### config.mk
export PLATFORM = sky130hd
export DESIGN_NAME = aatsc_ctrl
export DESIGN_NICKNAME = d
export VERILOG_FILES = /design/src/aatsc_pkg.sv /design/src/aatsc_ctrl.sv
export SDC_FILE = /design/constraint.sdc
export NUM_CORES = 1
export LEC_CHECK = 0
export BUFFER_PORTS_ARGS = -buffer_cell sky130_fd_sc_hd__buf_4
export CORE_ASPECT_RATIO = 1.1
export CORE_MARGIN = 2
export CORE_UTILIZATION = 59
export DETAILED_ROUTE_END_ITERATION = 8
export MAX_ROUTING_LAYER = met4
export PLACE_DENSITY = 0.85
export SYNTH_ARGS = -nofsm -noshare
export SYNTH_HDL_FRONTEND = slang
export SYNTH_SLANG_ARGS = --single-unit
### constraint.sdc
create_clock -name clock -period 4.28 [get_ports clock]
set_clock_uncertainty 0.1 [all_clocks]
set_input_delay 0.856 -clock clock [delete_from_list [all_inputs] [get_ports clock]]
set_output_delay 0.856 -clock clock [all_outputs]
set_load 0.05 [all_outputs]
### src/aatsc_pkg.sv
// shared constants and types for the aux converter and temperature sensor control
`default_nettype none
package aatsc_pkg;
  localparam logic [6:0] ADDR_CONV_CFG = 7'h0F;
  localparam logic [6:0] ADDR_BRIDGE_OFS = 7'h10;
  localparam logic [6:0] ADDR_CONV_RESULT = 7'h11;
  localparam logic [6:0] ADDR_TEMP_CTRL = 7'h12;
  localparam logic [6:0] ADDR_TEMP_VOFS = 7'h13;
  localparam logic [7:0] RST_CONV_CFG = 8'h00;
  localparam logic [3:0] RST_BRIDGE_OFS = 4'h0;
  localparam logic [7:0] RST_RESULT = 8'h00;
  localparam logic [7:0] RST_TEMP_CTRL = 8'h20;
  localparam logic [7:0] RST_TEMP_VOFS = 8'h00;
  localparam int CFG_BUSY = 7;
  localparam int CFG_SEL_LSB = 4;
  localparam int CFG_REF_LSB = 2;
  localparam int CFG_GAIN_LSB = 0;
  localparam int TSC_RANGE_LSB = 6;
  localparam int TSC_SHIFT = 5;
  localparam int TSC_TRIM_EN = 4;
  localparam int TSC_TRIM_LSB = 2;
  localparam int TSC_VBG_LSB = 0;
  localparam logic [2:0] SEL_TEMP_SENSOR = 3'h0;
  localparam logic [1:0] REF_BANDGAP = 2'h0;
  localparam logic [1:0] RANGE_ABS_TEST = 2'h2;
  localparam logic [7:0] SAR_FIRST = 8'h80;
  localparam int CLK_PERIOD_NS = 4;
  localparam int CONV_TIME_NS = 350000;
  // longest time: rounded down
  localparam int CONV_CYC = CONV_TIME_NS / CLK_PERIOD_NS;
  localparam int CNT_W = 17;

  typedef enum logic [1:0]
  {
    ST_IDLE = 2'b01,
    ST_CONV = 2'b10
  } aatsc_state_t;

  typedef struct packed
  {
    logic wr;
    logic rd;
    logic [6:0] addr;
    logic [7:0] wdata;
  } aatsc_req_t;

  typedef struct packed
  {
    logic [2:0] in_sel;
    logic [1:0] ref_sel;
    logic [1:0] gain;
    logic [3:0] bridge_ofs;
    logic ts_power_en;
    logic [1:0] ts_range;
    logic temperature_shift_control;
    logic abs_temp_mode;
    logic trim_en;
    logic [1:0] trim;
    logic [1:0] vbg_trim;
    logic [7:0] dac_code;
  } aatsc_ana_t;

  typedef struct packed
  {
    aatsc_state_t st;
    logic [7:0] cfg;
    logic [3:0] bofs;
    logic [7:0] tsc;
    logic [7:0] tvo;
    logic [7:0] result;
    logic [7:0] code;
    logic [7:0] mask;
    logic [CNT_W-1:0] cnt;
    logic [CNT_W-1:0] sc;
    logic [7:0] rdata;
  } aatsc_regs_t;
endpackage
`default_nettype wire

### src/aatsc_ctrl.sv
// register file, conversion sequencer and sensor controls of the aux converter
`default_nettype none
module aatsc_ctrl
  import aatsc_pkg::*;
#(
  parameter logic [CNT_W-1:0] CONV_CYCLES = CNT_W'(CONV_CYC)
)
(
  input wire logic clock,
  input wire logic rst_n,
  input wire aatsc_req_t req,
  input wire logic atb_temp_sel,
  input wire logic cmp_hi,
  output logic [7:0] reg_rdata,
  output logic busy,
  output aatsc_ana_t ana
);
  localparam logic [CNT_W-1:0] STEP_CYCLES = CONV_CYCLES >> 3;

  function automatic logic [7:0] final_result(input logic [7:0] code, input logic [7:0] ofs,
                                              input logic en);
    logic [8:0] sum;
    sum = {1'b0, code} + {1'b0, ofs};
    if (!en)
      return code;
    return sum[8] ? 8'hFF : sum[7:0];
  endfunction

  aatsc_regs_t r;
  aatsc_regs_t n;
  logic start;
  logic wr_cfg;

  always_comb
  begin
    n = r;
    wr_cfg = req.wr && req.addr == ADDR_CONV_CFG;
    start = wr_cfg && req.wdata[CFG_BUSY];
    if (req.wr)
    begin
      case (req.addr)
        ADDR_CONV_CFG: n.cfg[6:0] = req.wdata[6:0];
        ADDR_BRIDGE_OFS: n.bofs = req.wdata[3:0];
        ADDR_TEMP_CTRL: n.tsc = req.wdata;
        ADDR_TEMP_VOFS: n.tvo = req.wdata;
        default: n.bofs = r.bofs;
      endcase
    end
    case (r.st)
      ST_IDLE:
      begin
        if (start)
        begin
          n.st = ST_CONV;
          n.cfg[CFG_BUSY] = 1'b1;
          n.cnt = '0;
          n.sc = '0;
          n.code = SAR_FIRST;
          n.mask = SAR_FIRST;
        end
      end
      ST_CONV:
      begin
        n.cnt = r.cnt + CNT_W'(1);
        n.sc = r.sc + CNT_W'(1);
        if (r.sc == STEP_CYCLES - CNT_W'(1))
        begin
          n.sc = '0;
          if (r.mask != 8'h00)
          begin
            n.code = (cmp_hi ? r.code : (r.code & ~r.mask)) | (r.mask >> 1);
            n.mask = r.mask >> 1;
          end
        end
        if (r.cnt == CONV_CYCLES - CNT_W'(1))
        begin
          n.st = ST_IDLE;
          n.cfg[CFG_BUSY] = 1'b0;
          n.result = final_result(n.code, r.tvo, r.tsc[TSC_SHIFT]);
        end
      end
      default: n.st = ST_IDLE;
    endcase
    if (req.rd)
    begin
      case (req.addr)
        ADDR_CONV_CFG: n.rdata = r.cfg;
        ADDR_BRIDGE_OFS: n.rdata = {4'h0, r.bofs};
        ADDR_CONV_RESULT: n.rdata = r.result;
        ADDR_TEMP_CTRL: n.rdata = r.tsc;
        ADDR_TEMP_VOFS: n.rdata = r.tvo;
        default: n.rdata = 8'h00;
      endcase
    end
  end

  always_ff @(posedge clock)
  begin
    if (!rst_n)
    begin
      r.st <= ST_IDLE;
      r.cfg <= RST_CONV_CFG;
      r.bofs <= RST_BRIDGE_OFS;
      r.tsc <= RST_TEMP_CTRL;
      r.tvo <= RST_TEMP_VOFS;
      r.result <= RST_RESULT;
      r.code <= 8'h00;
      r.mask <= 8'h00;
      r.cnt <= '0;
      r.sc <= '0;
      r.rdata <= 8'h00;
    end
    else
      r <= n;
  end

  assign reg_rdata = r.rdata;
  assign busy = r.cfg[CFG_BUSY];

  always_comb
  begin
    ana.in_sel = r.cfg[CFG_SEL_LSB +: 3];
    ana.ref_sel = r.cfg[CFG_REF_LSB +: 2];
    ana.gain = r.cfg[CFG_GAIN_LSB +: 2];
    ana.bridge_ofs = r.bofs;
    ana.ts_power_en = r.cfg[CFG_SEL_LSB +: 3] == SEL_TEMP_SENSOR || atb_temp_sel;
    ana.ts_range = r.tsc[TSC_RANGE_LSB +: 2];
    ana.temperature_shift_control = r.tsc[TSC_SHIFT];
    ana.abs_temp_mode = !r.tsc[TSC_SHIFT] && r.tsc[TSC_RANGE_LSB +: 2] == RANGE_ABS_TEST;
    ana.trim_en = r.tsc[TSC_TRIM_EN];
    ana.trim = r.tsc[TSC_TRIM_EN] ? r.tsc[TSC_TRIM_LSB +: 2] : 2'h0;
    ana.vbg_trim = r.tsc[TSC_VBG_LSB +: 2];
    ana.dac_code = r.code;
  end

  logic [CNT_W-1:0] busy_len;

  always_ff @(posedge clock)
  begin
    if (!rst_n)
      busy_len <= '0;
    else if (busy)
      busy_len <= busy_len + CNT_W'(1);
    else
      busy_len <= '0;
  end
endmodule // aatsc_ctrl
`default_nettype wire

==> run metrics <==
GP Congestion=0.9687; Synth area leader=dfxtp_1; Die X=93.59 µm; Hold Path End=r[64]; fmax=262.6 MHz; Hold Path Cell Cnt=2; DR WL/cell=16.75 µm; unique cell type count in the Yosys netlist=66; initial antenna violation count=0; GRT overflow=0; DRC=0; Clock transition at path regs=0.10 ns; RR Startpoint=r[15]; layout cell share with drive strength beyond 1=0.1675; diode count=0; Ports=59; Cells after Synth=597; die area=9597 µm²; Avg Cell Area, Syn=8.725 µm²; largest family of logic cells by synthesized area=simple AND/OR/NAND/NOR gates; WS Path Type=flip-flop to flip-flop; CP required=4.47 ns; Net Count, Synth=630; XOR/XNOR share of the synthesized area=0.03195; root buf cell=clkbuf_8; Setup TNS=0 ns; CP arrival=4.00 ns; synthesized area=5209 µm²; Area Overhead vs Synth=8.071%; Crit. End Element=flip-flop; Syn. warnings=0; final hold vios=0; register area=1922 µm²; die height=102.5 µm; Max Buffers Root-to-Sink=2; most common cell after layout, fill and taps aside=dfxtp_1; router iterations before antenna repair=5; clock sinks=96; met2 Usage GRT=0.4499; Worst Hold Launch=r[64]; met3 Use GR=0.04459; placed inst area=5400 µm²; first-pass GRT wire length=19,870 µm; NumNets Final=637; sequential area share after synthesis=0.3690; Inserted Clock Buffers=9; unrepaired setup endpoints after global routing=no; Adder-Cell Fraction of Synth Area=0.03027; Starting Density=0.6131; vias in the first global route=4,117; Slew @ Worst Pin=0.6626 ns; DR iter-0 viols=380; postcts setup bufs=0; CTS-repair resized insts=0; Max Slew Vio Count=0; final instance area=5629 µm²; Max-slew headroom=0.5582; Yosys top cell area share=0.3690; number of port buffers=58; endpoints failing setup=0; Tightest Hold Check Type=flip-flop to flip-flop; vias per inst=6.172; Simple-Gate Fraction of Synth Area=0.2491; r2r setup slk=0.47 ns; met1 usage=0.3238; vias=4,444; most frequent cells in the layout=dfxtp_1 (96), nand2_1 (63), buf_4 (63); worst vdd ir=0.0001871 V; Synth Flop Type=dfxtp_1; capturing point of the worst reg2reg path=r[61]; crit path launch type=flip-flop; mux share of post-synthesis cell area=0.06270; largest net degree at the start of global routing=68; Async S/R FF share, synth=0; Max Cap Violations=0; core area=8496 µm²; FILL cells=675; H-tree depth=3; area of the multi-input gates=2823 µm²; crit-path max FO=10; status=finished clean; Clock Latency Late Sink=0.37 ns; WL final=12,060 µm; cells on worst reg2reg path=13; register bit total from synthesis=96; gr busiest metal=met2; hold_buf cts=0; P_leak=2.293 nW; period utilization=0.8897; num rows=35; Post-synth EDFFs=0; post-synthesis compound-gate area fraction=0.1677; Synth area leaders=dfxtp_1 (37%), mux2i_1 (5.2%), buf_4 (5.0%), nand2_1 (4.5%), nor2b_1 (3.7%); Routed Antenna Nets=0; Power per Cell Area=288.3 nW/µm²; Final min period=3.808 ns; CTS tree=done; post-DP HPWL=8659 µm; Total GRT Usage=0.2683
-- stage by stage --
| step | hold slack (ns) | setup WS (ns) | cells | utilization | total power, mW |
|---|---|---|---|---|---|
| after floorplan | 0.3165 | 1.068 | 597 | - | 0.9496 |
| after global placement | 0.3372 | 0.7073 | 704 | 0.6356 | 0.9737 |
| after detailed placement | 0.3416 | 0.4327 | 704 | 0.6356 | 0.9743 |
| after CTS | 0.3542 | 0.3882 | 720 | 0.6624 | 1.629 |
| after global routing | 0.3673 | 0.08511 | 720 | 0.6626 | 1.671 |
| final | 0.3526 | 0.4720 | 720 | 0.6626 | 1.623 |
-- cell usage after synthesis, drive strengths merged, types with 8 or more instances --
cell type / instances
and3: 12
nor2b: 31
mux2i: 27
o21ai: 29
nand3: 33
nor3: 9
clkbuf: 19
a22o: 11
a21oi: 17
xor2: 9
a21boi: 11
dfxtp: 96
nand2: 63
nor2: 35
inv: 12
xnor2: 10
ha: 11
a222oi: 8
and2: 13
buf: 48
-- worst max-delay path by stage --
stage / from / endpoint / slack, ns / cells after the start
3_3_place_gp: r[20] / r[61] / 0.71 / 13
2_1_floorplan: cmp_hi / r[61] / 1.07 / 13
3_5_place_dp: r[15] / r[61] / 0.43 / 13
4_1_cts: r[15] / r[61] / 0.39 / 13
6_report: r[15] / r[61] / 0.47 / 13
5_1_grt: r[15] / r[61] / 0.09 / 13
-- state kept, by name (all words and copies together), names as in the netlist --
register / cells
ana: 25
reg_rdata: 8
r: 62
busy: 1
-- cells by family after synthesis --
logic type | count (synthesis)
compound gates | 119
simple gates | 240
fa+ha+maj | 12
flops | 96
mux | 32
buf+inv | 79
xor+xnor | 19
-- worst max-delay path, stage by stage, from the launching register on --
cell and delay (ns):
dfxtp_1 0.39, nor4b_1 0.27, and4_1 0.47, and2b_2 0.35
a22o_1 0.20, ha_1 0.20, inv_1 0.07, fa_1 0.40
nand2b_1 0.16, a21oi_1 0.25, a31oi_1 0.16, o21bai_1 0.36
o221ai_1 0.18, a21boi_1 0.17
-- power breakdown --
group	internal, mW	total, mW	switching (mW)
Combinational	0.0260	0.0604	0.0344
Sequential	0.893	0.894	0.000783
Clock	0.347	0.669	0.322
-- per-layer routing --
| layer | wire (µm) | vias to the layer above | part of all wire |
|---|---|---|---|
| met5 | 0 | - | 0 |
| met3 | 733 | 32 | 0.061 |
| li1 | - | 2111 | - |
| met1 | 4922 | 2107 | 0.41 |
| met2 | 6063 | 194 | 0.50 |
| met4 | 343 | 0 | 0.028 |
-- cell type report --
cell class,count,share of cell area
clock buffer,10,0.02445
clock inverter,6,0.01600
inverter,12,0.008002
multi-input combinational,422,0.5014
sequential,96,0.3414
tap,111,0.02467
timing repair buffer,63,0.08402
Power figures use the tool's default switching activity.
